## src/common/pwr_mgmt_regs.vh

```
/*
 * Constants for the Ethernet power state manager: register byte addresses,
 * field positions, power state codes, wake source codes and timing figures.
 * Assumes a 32-bit classic Wishbone slave port clocked at 10 MHz.
 */
// Function
// - Register contents and configuration survive both low-power states.
// - Writing 01 to power state select enters wake-on-LAN state.
// - Wake-on-LAN gates MAC and host clocks; internal clock and receive block run.
// - Energy-detect state gates MAC, host and internal clocks; PHY in energy mode (code: only while PHY energy power-down bit is set).
// - Ready flag clears on entering either low-power state.
// - Any write to wake test register wakes device and resets state select.
// - Writes ignored until one read after reset or wake; host does that read.
// - Wake-on-LAN enables frame detection; detection sets wake source to 10b.
// - In wake-on-LAN, frame detection with both enables asserts wake output.
// - In energy-detect, carrier with both enables asserts wake output, source 01b.
// - Carrier present on entry to energy-detect is detected at once.
// - Wake interrupt flag sets on any wake event regardless of pin enable.
// - Flag sticks while internal wake cause is active; then write-one clears.
// - Pulse select one drives wake output for 50 ms per event.
// - Pulse select zero holds wake output until deactivated.
// - Wake output drops when source, matching enable or pin enable clears.
// - PHY general power-down bit keeps PHY down; clearing it resets PHY.
// - PHY energy power-down sleeps without energy; energy wakes it, sets flag.
// - Ready sets within 2 ms of the wake-up write.
`ifndef PWR_MGMT_REGS_VH
`define PWR_MGMT_REGS_VH

`define ADDR_PMCTRL 6'h00
`define ADDR_INTSTS 6'h04
`define ADDR_INTEN 6'h08
`define ADDR_WAKETEST 6'h0C
`define ADDR_PHYCTRL 6'h10
`define ADDR_PHYSTS 6'h14

// Power control register fields.
`define PM_READY_BIT 0
`define PM_WPIN_EN_BIT 1
`define PM_PULSE_BIT 3
`define PM_FRAME_EN_BIT 9
`define PM_ENERGY_EN_BIT 10
`define PM_SRC_LO 4
`define PM_SRC_HI 5
`define PM_STATE_LO 12
`define PM_STATE_HI 13

`define PSTATE_NORMAL 2'h0
`define PSTATE_WOL 2'h1
`define PSTATE_ENERGY 2'h2
`define WSRC_NONE 2'h0
`define WSRC_ENERGY 2'h1
`define WSRC_FRAME 2'h2

`define INT_WAKE_BIT 17
`define PHY_GPD_BIT 11
`define PHY_EDPD_BIT 13
`define PHY_ENFLAG_BIT 1

`define WAKE_TEST_VALUE 32'h8765_4321
`define CLK_HZ 10000000
`define PULSE_MS 50
`define READY_MAX_MS 2
`define RESTART_CYCLES 16

`endif

```

## src/hdl/wake_pulse_timer.v

```verilog
/*
 * One-shot timer for the wake event output pulse mode.
 * Assumes start and clear are synchronous one-cycle or level inputs on clk_i.
 */
`timescale 1ns/1ps
`include "pwr_mgmt_regs.vh"

module wake_pulse_timer #(
    parameter CYCLES = `CLK_HZ / 1000 * `PULSE_MS
) (
    // Clock and reset.
    input wire clk_i,
    input wire rst_i,
    // Control.
    input wire start_i,
    input wire clear_i,
    // Status.
    output reg busy_o
);
    localparam integer LAST_I = CYCLES - 1;
    localparam [19:0] LAST = LAST_I[19:0];
    reg [19:0] count_r;

    always @(posedge clk_i) begin
        if (rst_i || clear_i) begin
            count_r <= 20'h0_0000;
            busy_o <= 1'b0;
        end else if (start_i) begin
            count_r <= 20'h0_0000;
            busy_o <= 1'b1;
        end else if (busy_o) begin
            if (count_r == LAST) begin
                busy_o <= 1'b0;
            end else begin
                count_r <= count_r + 20'h0_0001;
            end
        end
    end
endmodule // wake_pulse_timer

```

## src/hdl/pwr_state_mgr.v

```verilog
/*
 * Power state manager: normal, wake-on-LAN and energy-detect states, clock
 * gating enables, ready flag, wake-up write, wake source, wake interrupt flag
 * and wake event output, plus the internal PHY power-down controls.
 * Assumes a classic Wishbone master on clk_i, and frame detect and line energy
 * signals that come from other clock domains and are synchronised here.
 */
// The implementer's own choices: the address map and register access over Wishbone.
`timescale 1ns/1ps
`include "pwr_mgmt_regs.vh"

module pwr_state_mgr #(
    parameter PULSE_CYCLES = `CLK_HZ / 1000 * `PULSE_MS,
    parameter RESTART_CYCLES = `RESTART_CYCLES
) (
    // Clock and reset.
    input wire clk_i,
    input wire rst_i,
    // Wishbone slave.
    input wire cyc_i,
    input wire stb_i,
    input wire we_i,
    input wire [5:0] adr_i,
    input wire [3:0] sel_i,
    input wire [31:0] dat_i,
    output reg [31:0] dat_o,
    output reg ack_o,
    // Line side events.
    input wire wake_frame_i,
    input wire line_energy_present_i,
    // Clock gating and PHY control.
    output reg mac_clk_en_o,
    output reg host_clk_en_o,
    output reg int_clk_en_o,
    output reg rx_pm_clk_en_o,
    output reg phy_powerdown_o,
    output reg phy_energy_mode_o,
    output reg phy_reset_o,
    // Wake indications.
    output reg wake_event_o,
    output reg wake_irq_o
);
    localparam [3:0] ST_NORMAL = 4'b0001;
    localparam [3:0] ST_WOL = 4'b0010;
    localparam [3:0] ST_ENERGY = 4'b0100;
    localparam [3:0] ST_RESTART = 4'b1000;
    localparam integer RESTART_LAST_I = RESTART_CYCLES - 1;
    localparam [7:0] RESTART_LAST = RESTART_LAST_I[7:0];

    // Full readable register word with byte-lane writes applied.
    function [31:0] lane_merge;
        input [31:0] old;
        input [31:0] nw;
        input [3:0] sel;
        integer i;
        begin
            lane_merge = old;
            for (i = 0; i < 4; i = i + 1) begin
                if (sel[i]) begin
                    lane_merge[i*8 +: 8] = nw[i*8 +: 8];
                end
            end
        end
    endfunction

    // Write strobe for one register while ready; the wake test port is decoded apart.
    function reg_write;
        input wr_seen;
        input ready;
        input [5:0] adr;
        input [5:0] target;
        begin
            reg_write = wr_seen && ready && (adr == target);
        end
    endfunction

    reg [3:0] state_r;
    reg [7:0] restart_cnt_r;
    reg ready_r;
    reg read_seen_r;
    reg wpin_en_r;
    reg pulse_sel_r;
    reg frame_en_r;
    reg energy_en_r;
    reg [1:0] src_r;
    reg [1:0] sel_state_r;
    reg int_wake_r;
    reg int_en_r;
    reg phy_gpd_r;
    reg phy_edpd_r;
    reg phy_enflag_r;
    reg phy_gpd_d_r;
    reg frame_s1_r;
    reg frame_s2_r;
    reg energy_s1_r;
    reg energy_s2_r;
    reg energy_d_r;
    reg wake_level_r;
    reg [31:0] rd_nxt;

    wire access = cyc_i && stb_i && !ack_o;
    wire wr = access && we_i;
    wire rd = access && !we_i;
    // Host writes are dropped until the first read after reset or wake.
    wire wr_ok = wr && read_seen_r;
    wire in_wol = (state_r == ST_WOL);
    wire in_energy = (state_r == ST_ENERGY);
    wire frame_hit = in_wol && frame_s2_r;
    // Level compare, so carrier already present on entry counts at once.
    wire energy_hit = in_energy && energy_s2_r;
    wire [31:0] pm_word = {18'h0_0000, sel_state_r, 1'b0, energy_en_r, frame_en_r,
        3'h0, src_r, 1'b0, pulse_sel_r, wpin_en_r, ready_r};
    wire [31:0] pm_new = lane_merge(pm_word, dat_i, sel_i);
    wire pm_wr = reg_write(wr_ok, ready_r, adr_i, `ADDR_PMCTRL);
    wire interrupt_status_reg_wr = reg_write(wr_ok, ready_r, adr_i, `ADDR_INTSTS);
    wire int_en_wr = reg_write(wr_ok, ready_r, adr_i, `ADDR_INTEN);
    wire phy_ctrl_wr = reg_write(wr_ok, ready_r, adr_i, `ADDR_PHYCTRL);
    wire phy_sts_wr = reg_write(wr_ok, ready_r, adr_i, `ADDR_PHYSTS);
    wire pm_enter_wol = pm_wr && (pm_new[`PM_STATE_HI:`PM_STATE_LO] == `PSTATE_WOL);
    wire pm_enter_energy = pm_wr && (pm_new[`PM_STATE_HI:`PM_STATE_LO] == `PSTATE_ENERGY);
    // Wake test write is accepted whatever the ready flag shows.
    wire wake_wr = wr_ok && (adr_i == `ADDR_WAKETEST) && (in_wol || in_energy);
    // Internal wake cause: a latched source whose matching enable is still set.
    wire cause = ((src_r == `WSRC_FRAME) && frame_en_r) || ((src_r == `WSRC_ENERGY) && energy_en_r);
    // Energy only counts as an event when its enable is set, else the flag would never clear.
    wire new_event = (frame_hit && src_r != `WSRC_FRAME)
        || (energy_hit && energy_en_r && src_r != `WSRC_ENERGY);
    wire pulse_busy;

    wake_pulse_timer #(
        .CYCLES(PULSE_CYCLES)
    ) u_pulse (
        .clk_i(clk_i),
        .rst_i(rst_i),
        .start_i(new_event && pulse_sel_r),
        .clear_i(!wpin_en_r || (!cause && !new_event)),
        .busy_o(pulse_busy)
    );

    // Event inputs come from line-side clocks.
    always @(posedge clk_i) begin
        if (rst_i) begin
            frame_s1_r <= 1'b0;
            frame_s2_r <= 1'b0;
            energy_s1_r <= 1'b0;
            energy_s2_r <= 1'b0;
            energy_d_r <= 1'b0;
        end else begin
            frame_s1_r <= wake_frame_i;
            frame_s2_r <= frame_s1_r;
            energy_s1_r <= line_energy_present_i;
            energy_s2_r <= energy_s1_r;
            energy_d_r <= energy_s2_r;
        end
    end

    // Power state sequence and ready flag.
    always @(posedge clk_i) begin
        if (rst_i) begin
            state_r <= ST_NORMAL;
            restart_cnt_r <= 8'h00;
            ready_r <= 1'b1;
            sel_state_r <= `PSTATE_NORMAL;
        end else begin
            case (state_r)
                ST_NORMAL: begin
                    if (pm_enter_wol) begin
                        state_r <= ST_WOL;
                        sel_state_r <= `PSTATE_WOL;
                        ready_r <= 1'b0;
                    end else if (pm_enter_energy) begin
                        state_r <= ST_ENERGY;
                        sel_state_r <= `PSTATE_ENERGY;
                        ready_r <= 1'b0;
                    end
                end
                ST_WOL, ST_ENERGY: begin
                    if (wake_wr) begin
                        state_r <= ST_RESTART;
                        sel_state_r <= `PSTATE_NORMAL;
                        restart_cnt_r <= 8'h00;
                    end
                end
                ST_RESTART: begin
                    // Ready waits until the gated clocks have run long enough to settle.
                    if (restart_cnt_r == RESTART_LAST) begin
                        state_r <= ST_NORMAL;
                        ready_r <= 1'b1;
                    end else begin
                        restart_cnt_r <= restart_cnt_r + 8'h01;
                    end
                end
                default: begin
                    state_r <= ST_NORMAL;
                    sel_state_r <= `PSTATE_NORMAL;
                    ready_r <= 1'b1;
                end
            endcase
        end
    end

    // Clock enables follow the state; MAC and host clocks resume in restart.
    always @(posedge clk_i) begin
        if (rst_i) begin
            mac_clk_en_o <= 1'b1;
            host_clk_en_o <= 1'b1;
            int_clk_en_o <= 1'b1;
            rx_pm_clk_en_o <= 1'b1;
            phy_energy_mode_o <= 1'b0;
        end else begin
            mac_clk_en_o <= !(in_wol || in_energy);
            host_clk_en_o <= !(in_wol || in_energy);
            int_clk_en_o <= !in_energy;
            rx_pm_clk_en_o <= !in_energy;
            phy_energy_mode_o <= in_energy && phy_edpd_r;
        end
    end

    // Control fields keep their values across low-power states.
    always @(posedge clk_i) begin
        if (rst_i) begin
            read_seen_r <= 1'b0;
            wpin_en_r <= 1'b0;
            pulse_sel_r <= 1'b0;
            frame_en_r <= 1'b0;
            energy_en_r <= 1'b0;
            src_r <= `WSRC_NONE;
            int_wake_r <= 1'b0;
            int_en_r <= 1'b0;
            phy_gpd_r <= 1'b0;
            phy_edpd_r <= 1'b0;
            phy_enflag_r <= 1'b0;
        end else begin
            if (rd) begin
                read_seen_r <= 1'b1;
            end else if (wake_wr) begin
                read_seen_r <= 1'b0;
            end
            if (pm_wr) begin
                wpin_en_r <= pm_new[`PM_WPIN_EN_BIT];
                pulse_sel_r <= pm_new[`PM_PULSE_BIT];
                frame_en_r <= pm_new[`PM_FRAME_EN_BIT];
                energy_en_r <= pm_new[`PM_ENERGY_EN_BIT];
            end
            if (frame_hit) begin
                src_r <= `WSRC_FRAME;
            end else if (energy_hit && energy_en_r) begin
                src_r <= `WSRC_ENERGY;
            end else if (pm_wr) begin
                src_r <= pm_new[`PM_SRC_HI:`PM_SRC_LO];
            end
            // Sticky while the cause holds; a write of one clears only after that.
            if (cause || new_event) begin
                int_wake_r <= 1'b1;
            end else if (interrupt_status_reg_wr && sel_i[2] && dat_i[`INT_WAKE_BIT]) begin
                int_wake_r <= 1'b0;
            end
            if (int_en_wr && sel_i[2]) begin
                int_en_r <= dat_i[`INT_WAKE_BIT];
            end
            if (phy_ctrl_wr && sel_i[1]) begin
                phy_gpd_r <= dat_i[`PHY_GPD_BIT];
                phy_edpd_r <= dat_i[`PHY_EDPD_BIT];
            end
            if (phy_edpd_r && energy_s2_r && !energy_d_r) begin
                phy_enflag_r <= 1'b1;
            end else if (phy_sts_wr && sel_i[0] && dat_i[`PHY_ENFLAG_BIT]) begin
                phy_enflag_r <= 1'b0;
            end
        end
    end

    // Wake output and PHY power-down outputs.
    always @(posedge clk_i) begin
        if (rst_i) begin
            wake_level_r <= 1'b0;
            wake_event_o <= 1'b0;
            wake_irq_o <= 1'b0;
            phy_powerdown_o <= 1'b0;
            phy_reset_o <= 1'b0;
            phy_gpd_d_r <= 1'b0;
        end else begin
            // The cause shows one cycle after the event, so the event cycle itself must not clear.
            if (!wpin_en_r || (!cause && !new_event)) begin
                wake_level_r <= 1'b0;
            end else if (new_event && !pulse_sel_r) begin
                wake_level_r <= 1'b1;
            end
            wake_event_o <= wpin_en_r && cause && (pulse_sel_r ? pulse_busy : wake_level_r);
            wake_irq_o <= int_wake_r && int_en_r;
            phy_gpd_d_r <= phy_gpd_r;
            // PHY sleeps while general power-down is set, or idles in energy mode.
            phy_powerdown_o <= phy_gpd_r || (phy_edpd_r && !energy_s2_r);
            phy_reset_o <= phy_gpd_d_r && !phy_gpd_r;
        end
    end

    // Read mux; only the power control register answers while not ready.
    always @* begin
        rd_nxt = 32'h0000_0000;
        case (adr_i)
            `ADDR_PMCTRL: rd_nxt = pm_word;
            `ADDR_INTSTS: rd_nxt = ready_r ? ({31'h0000_0000, int_wake_r} << `INT_WAKE_BIT) : 32'h0000_0000;
            `ADDR_INTEN: rd_nxt = ready_r ? ({31'h0000_0000, int_en_r} << `INT_WAKE_BIT) : 32'h0000_0000;
            `ADDR_WAKETEST: rd_nxt = ready_r ? `WAKE_TEST_VALUE : 32'h0000_0000;
            `ADDR_PHYCTRL: rd_nxt = ready_r ? (({31'h0000_0000, phy_gpd_r} << `PHY_GPD_BIT)
                | ({31'h0000_0000, phy_edpd_r} << `PHY_EDPD_BIT)) : 32'h0000_0000;
            `ADDR_PHYSTS: rd_nxt = ready_r ? ({31'h0000_0000, phy_enflag_r} << `PHY_ENFLAG_BIT) : 32'h0000_0000;
            default: rd_nxt = 32'h0000_0000;
        endcase
    end

    // Every access, mapped or not, is acknowledged one cycle after the strobe.
    always @(posedge clk_i) begin
        if (rst_i) begin
            ack_o <= 1'b0;
            dat_o <= 32'h0000_0000;
        end else begin
            ack_o <= access;
            if (rd) begin
                dat_o <= rd_nxt;
            end
        end
    end
endmodule // pwr_state_mgr

```

## config.mk

```make
export PLATFORM = sky130hd
export DESIGN_NAME = pwr_state_mgr
export DESIGN_NICKNAME = d
export VERILOG_FILES = /design/src/hdl/wake_pulse_timer.v /design/src/hdl/pwr_state_mgr.v
export VERILOG_INCLUDE_DIRS = /design/src /design/src/common
export SDC_FILE = /design/constraint.sdc
export NUM_CORES = 1
export LEC_CHECK = 0
export BUFFER_PORTS_ARGS = -buffer_cell sky130_fd_sc_hd__buf_2
export CORE_ASPECT_RATIO = 1.1
export CORE_MARGIN = 1
export CORE_UTILIZATION = 57
export DETAILED_ROUTE_END_ITERATION = 8
export GPL_TIMING_DRIVEN = 0
export PLACE_DENSITY = 0.85
export RECOVER_POWER = 25
export SLEW_MARGIN = 20
export SYNTH_ARGS = -nofsm -noshare
export SYNTH_HDL_FRONTEND = slang
export SYNTH_SLANG_ARGS = --single-unit
export TNS_END_PERCENT = 50
```

## constraint.sdc

```tcl
create_clock -name clk_i -period 4.6 [get_ports clk_i]
set_input_delay 0.92 -clock clk_i [delete_from_list [all_inputs] [get_ports clk_i]]
set_output_delay 0.92 -clock clk_i [all_outputs]
set_load 0.005 [all_outputs]
```

=== After elaboration in Yosys (flattened, before gate mapping) ===
Cells that the tools add are included.

* Flip-flop bits (word level): 95
* Latch bits: 0
* RAM bits: 0
* Bits in read-only memories: 0
* Output and inout bits: 42
* Logic and storage cells: 177
* Memories kept: 0

* Add/sub/neg operators: 2
* Multipliers: 0
* Div/mod/pow operators: 0
* Order comparisons: 0
* Equality and inequality tests: 21
* Shifts and indexed selects: 0
* Mux-type cells: 37
* Bitwise logic cells: 4
* Reduce and logical (&&, ||, !) cells: 79

{| class="wikitable"
|+ Operator list
! operator !! number
|-
| $pmux 32 s6 || 1
|-
| $logic_and 1x1->1 || 39
|-
| $mux 18 || 2
|-
| $mux 32 || 1
|-
| $add 20x1->20 const B || 1
|-
| $eq 20x19->1 const B || 1
|-
| $mux 4 || 4
|-
| $mux 8 || 2
|-
| $pmux 8 s2 || 1
|-
| $mux 14 || 1
|-
| $mux 2 || 7
|-
| $or 12x14->14 || 1
|-
| $mux 1 || 13
|-
| $eq 6x4->1 const B || 2
|-
| $eq 6x5->1 const B || 2
|-
| $mux 6 || 2
|-
| $pmux 4 s3 || 1
|-
| $reduce_and 3->1 || 4
|-
| $reduce_bool 2->1 || 6
|-
| $logic_not 1->1 || 11
|-
| $reduce_and 2->1 || 5
|-
| $add 8x1->8 const B || 1
|-
| $eq 8x4->1 const B || 1
|-
| $ne 2x2->1 const B || 4
|-
| other kinds (16) || 30
|}

=== Depth between registers and ports, before layout ===
* Depth in word-level cells: 10
* Mapped depth: 7
* Mapped depth without buffers: 6

=== Modules after synthesis ===
From an unflattened synthesis, not the netlist that was laid out.

* Cell total of the unflattened synthesis: 399
* Area, all modules: 3,524.6 um^2

{| class="wikitable"
|+ Modules (own cells, without submodules)
! module !! instances !! cells each !! area an instance (um^2)
|-
| pwr_state_mgr || 1 || 283 || 2,494.9
|-
| wake_pulse_timer || 1 || 116 || 1,029.7
|}

=== Worst setup path after synthesis ===
Ideal clock, no wire load.

* Path kind: input to register
* Start: input adr_i[5]
* End: register state_r[2]
* Library setup time: 0.086 ns
* Arrival time: 2.610 ns
* Required time: 4.514 ns
* Slack: 1.904 ns
* Stages on the path: 5
* Cell sequence: or4_4 nor4_4 and2b_4 or3_1 a221oi_2

* Word-level cells in the longest chain between the ends: 5
* Elaborated cells between the ends (all ways): 12

{| class="wikitable"
|+ Ends and longest elaborated chain
! item !! RTL line !! source
|-
| start, declared || pwr_state_mgr.v:23 || <nowiki>input wire [5:0] adr_i,</nowiki>
|-
| $eq 6x4->1 or $logic_not 6->1 (tied branches) || -- ||
|-
| $logic_and 1x1->1 (on tied branches) || pwr_state_mgr.v:122, pwr_state_mgr.v:73 ||
|-
| $logic_and 1x1->1 (on tied branches) || pwr_state_mgr.v:122, pwr_state_mgr.v:119, pwr_state_mgr.v:120 ||
|-
| $ne 2x2->1 (no line), or another cell as far along || -- ||
|-
| $reduce_and 3->1 (no line) or $pmux 4 s3 (tied branches) || -- ||
|-
| end signal, assigned || pwr_state_mgr.v:160 || <nowiki>state_r <= ST_NORMAL;</nowiki>
|-
| end signal, assigned || pwr_state_mgr.v:168 || <nowiki>state_r <= ST_WOL;</nowiki>
|-
| end signal, assigned || pwr_state_mgr.v:172 || <nowiki>state_r <= ST_ENERGY;</nowiki>
|-
| end, declared || pwr_state_mgr.v:77 || <nowiki>reg [3:0] state_r;</nowiki>
|}

Parallel ways exist; a longest one is shown, timed or not.
A chain may end at the register's enable or synchronous reset.

=== Worst setup path after layout ===
Same ends and word-level chain as after synthesis.

==> reports/metrics.csv <==
metric,value,unit
status,"finished, final reports clean",
clock slew at reported path FFs,70,ps
Worst VDD drop,0.0002851,V
final worst-path setup slack,1981,ps
Max Slew Vio Count,0,
num ports,91,
Worst Setup Path Type,in2reg,
Post-CTS Setup Inserts,0,
HPWL after DPL,5986,µm
grt ovf,0,
crit path max fanout,6,
first-pass GRT wire length,14170,µm
Die Ht,85.20,µm
total power,1424,µW
met3 WL,508,µm
core area,5914,µm²
largest net degree at the start of global routing,13,
Starting Density,60.65,%
# diodes,0,
Ys Warns,0,
prevailing post-synth register cell,dfxtp_1,
Setup crit end kind,flop,
RR Endpoint,u_pulse.count_r[16]$_SDFFE_PP0P_,
Nets,542,
Min-Delay Endpoint,frame_s2_r$_SDFF_PP0_,
Pleak,0.001599,µW
Vias/cell,5.792,
RSZ-0062 raised after global routing,no,
vias in the first global route,3130,
Via Count,3313,
die width,77.64,µm
Fmax,0.3819,GHz
Wirelength per Cell,14.73,µm
Place WS,1634,ps
Hold Path Depth,1,
Final Cycle Share,56.93,%
P&R area growth vs syn,16.78,%
CTS Sinks,75,
CTS Root Cell,clkbuf_8,
"EDFF count, synth",0,
Synth cell types,59,
met1 wire length,3521,µm
"Hold-fix buffers, CTS",0,
worst hold start,frame_s1_r$_SDFF_PP0_,
share of the synthesized area in the top cell type,41.86,%
worst r2r src,state_r[3]$_SDFFE_PP0P_,
synthesized area,3587,µm²
number of buffers created by CTS,9,
worst hold path type,reg2reg,
routed wire length,8426,µm
Skew-Pair Late Insertion Delay,350,ps
Longest Clk Path Bufs,2,
Highest Signal Layer,met4,
drt pass-1 iters,5,
Max Cap Viol,0,
full die area,6615,µm²
Synth area leader,dfxtp_1,
skew final,7.808,ps
overall global routing resource usage,27.25,%
Gate Count Post-Synth,415,
number of I/O port buffers,55,
post-cts sizing count,0,
most frequent cells in the layout,"dfxtp_1, buf_2, nor2_1",
Seq cells post-synth,75,
Clock H-tree levels,3,
CTS tree,done,
DR WL met2,4149,µm
Required @ worst endpoint,4860,ps
post-layout min period,2619,ps
DRC marker count from the first detailed-route iteration,241,
ys async rst share,0,%
Area contributors post-synth,"dfxtp_1, buf_4, nor2_1",
r2r worst-path depth,6,
setup_tns,0,ps
crit path DAT,2880,ps
critical path launch point type,primary input,
Remaining DRCs,0,
Post-Syn Area per Cell,8.644,µm²
flop2flop setup slack,2130,ps
Final Hold Viols,0,
Power Density,339.9,nW/µm²
Worst slew margin,43.65,%
initial antenna violation count,0,
layout cell share with drive strength beyond 1,21.62,%
ANT nets after route,0,
Final setup viols,0,
"commonest non-fill, non-tap cell in the layout",dfxtp_1,
Rows,29,
sequential share of the synthesized area,41.86,%
Worst Tran Pin Value,833.4,ps
Final GP Congestion,0.8624,
==> sequential cells by signal, indices dropped and copies added (netlist names), 2 cells and up <==
register	count
u_pulse.count_r	20
restart_cnt_r	8
sel_state_r	2
src_r	2
dat_o	12
state_r	4
==> cell usage after synthesis, types with 3 or more instances <==
library cell / count
buf_4: 22
xnor2_1: 11
nor2_1: 40
clkbuf_1: 10
nor2b_1: 9
nand4_1: 11
nor4b_1: 3
nand2_1: 35
nor4_1: 6
and3_1: 3
nand2b_1: 5
and2_1: 5
nor3_1: 28
a22oi_1: 4
inv_1: 10
o21ai_0: 12
xor2_1: 10
nand3_1: 19
o32ai_1: 3
mux2i_1: 8
a21oi_1: 26
nand3b_1: 5
dfxtp_1: 75
or3_1: 7
buf_2: 4
==> stage by stage <==
| stage | area (µm²) | std cells | util (%) | hold WS [ps] |
|---|---|---|---|---|
| detailed placement | 3996 | 557 | 67.57 | 433.3 |
| finish | 4189 | 572 | 70.83 | 445.3 |
| global placement | 3996 | 557 | 67.57 | 416.9 |
| global route | 4189 | 572 | 70.83 | 464.2 |
| floorplan | 3625 | 425 | - | 413.8 |
| CTS | 4212 | 572 | 71.21 | 449.4 |
==> worst max-delay path: stages <==
cell and delay, ps:
buf_2 110, or4_4 590, nor4_4 350, and2b_4 250
or3_1 350, a221oi_2 290
==> final cells by class <==
cell class	instances	area, µm²
clock buffers	10	137.6
inverters	10	37.54
fillers	468	1725
repair buffers	55	272.8
multi-input cells	301	1832
plain buffers	39	234.0
clock inverters	5	77.57
flip-flops and latches	75	1501
well taps	77	96.34
==> kinds of logic after synthesis <==
| family | Yosys count | synth area share (%) |
|---|---|---|
| fa+ha+maj | 2 | 0.6975 |
| flops | 75 | 41.86 |
| simple gates | 190 | 28.39 |
| mux | 9 | 2.546 |
| xor+xnor | 21 | 5.127 |
| buf+inv | 49 | 8.127 |
| compound gates | 68 | 13.15 |
| other cells | 1 | 0.1045 |
==> routing by layer <==
metal,global-route usage (%),vias to the layer above
met5,0,-
met4,14.07,0
met3,5.054,25
met2,46.42,121
met1,32.68,1565
li1,-,1602
==> where the power goes <==
group	total [µW]	switching (µW)	internal, µW
Sequential	698	27.0	671
Clock	555	240	315
Combinational	171	93.4	77.6
==> worst max path at each step <==
stage,start,endpoint,slack [ps],depth (start not counted)
after floorplan,adr_i[5],state_r[2]$_SDFFE_PP0P_,1900,5
after global placement,adr_i[5],state_r[2]$_SDFFE_PP0P_,1670,6
after detailed placement,adr_i[5],state_r[2]$_SDFFE_PP0P_,1630,6
after CTS,adr_i[5],state_r[2]$_SDFFE_PP0P_,1980,6
after global routing,adr_i[5],state_r[2]$_SDFFE_PP0P_,1880,6
final,adr_i[5],state_r[2]$_SDFFE_PP0P_,1980,6
(Power assumes the default switching activity.)
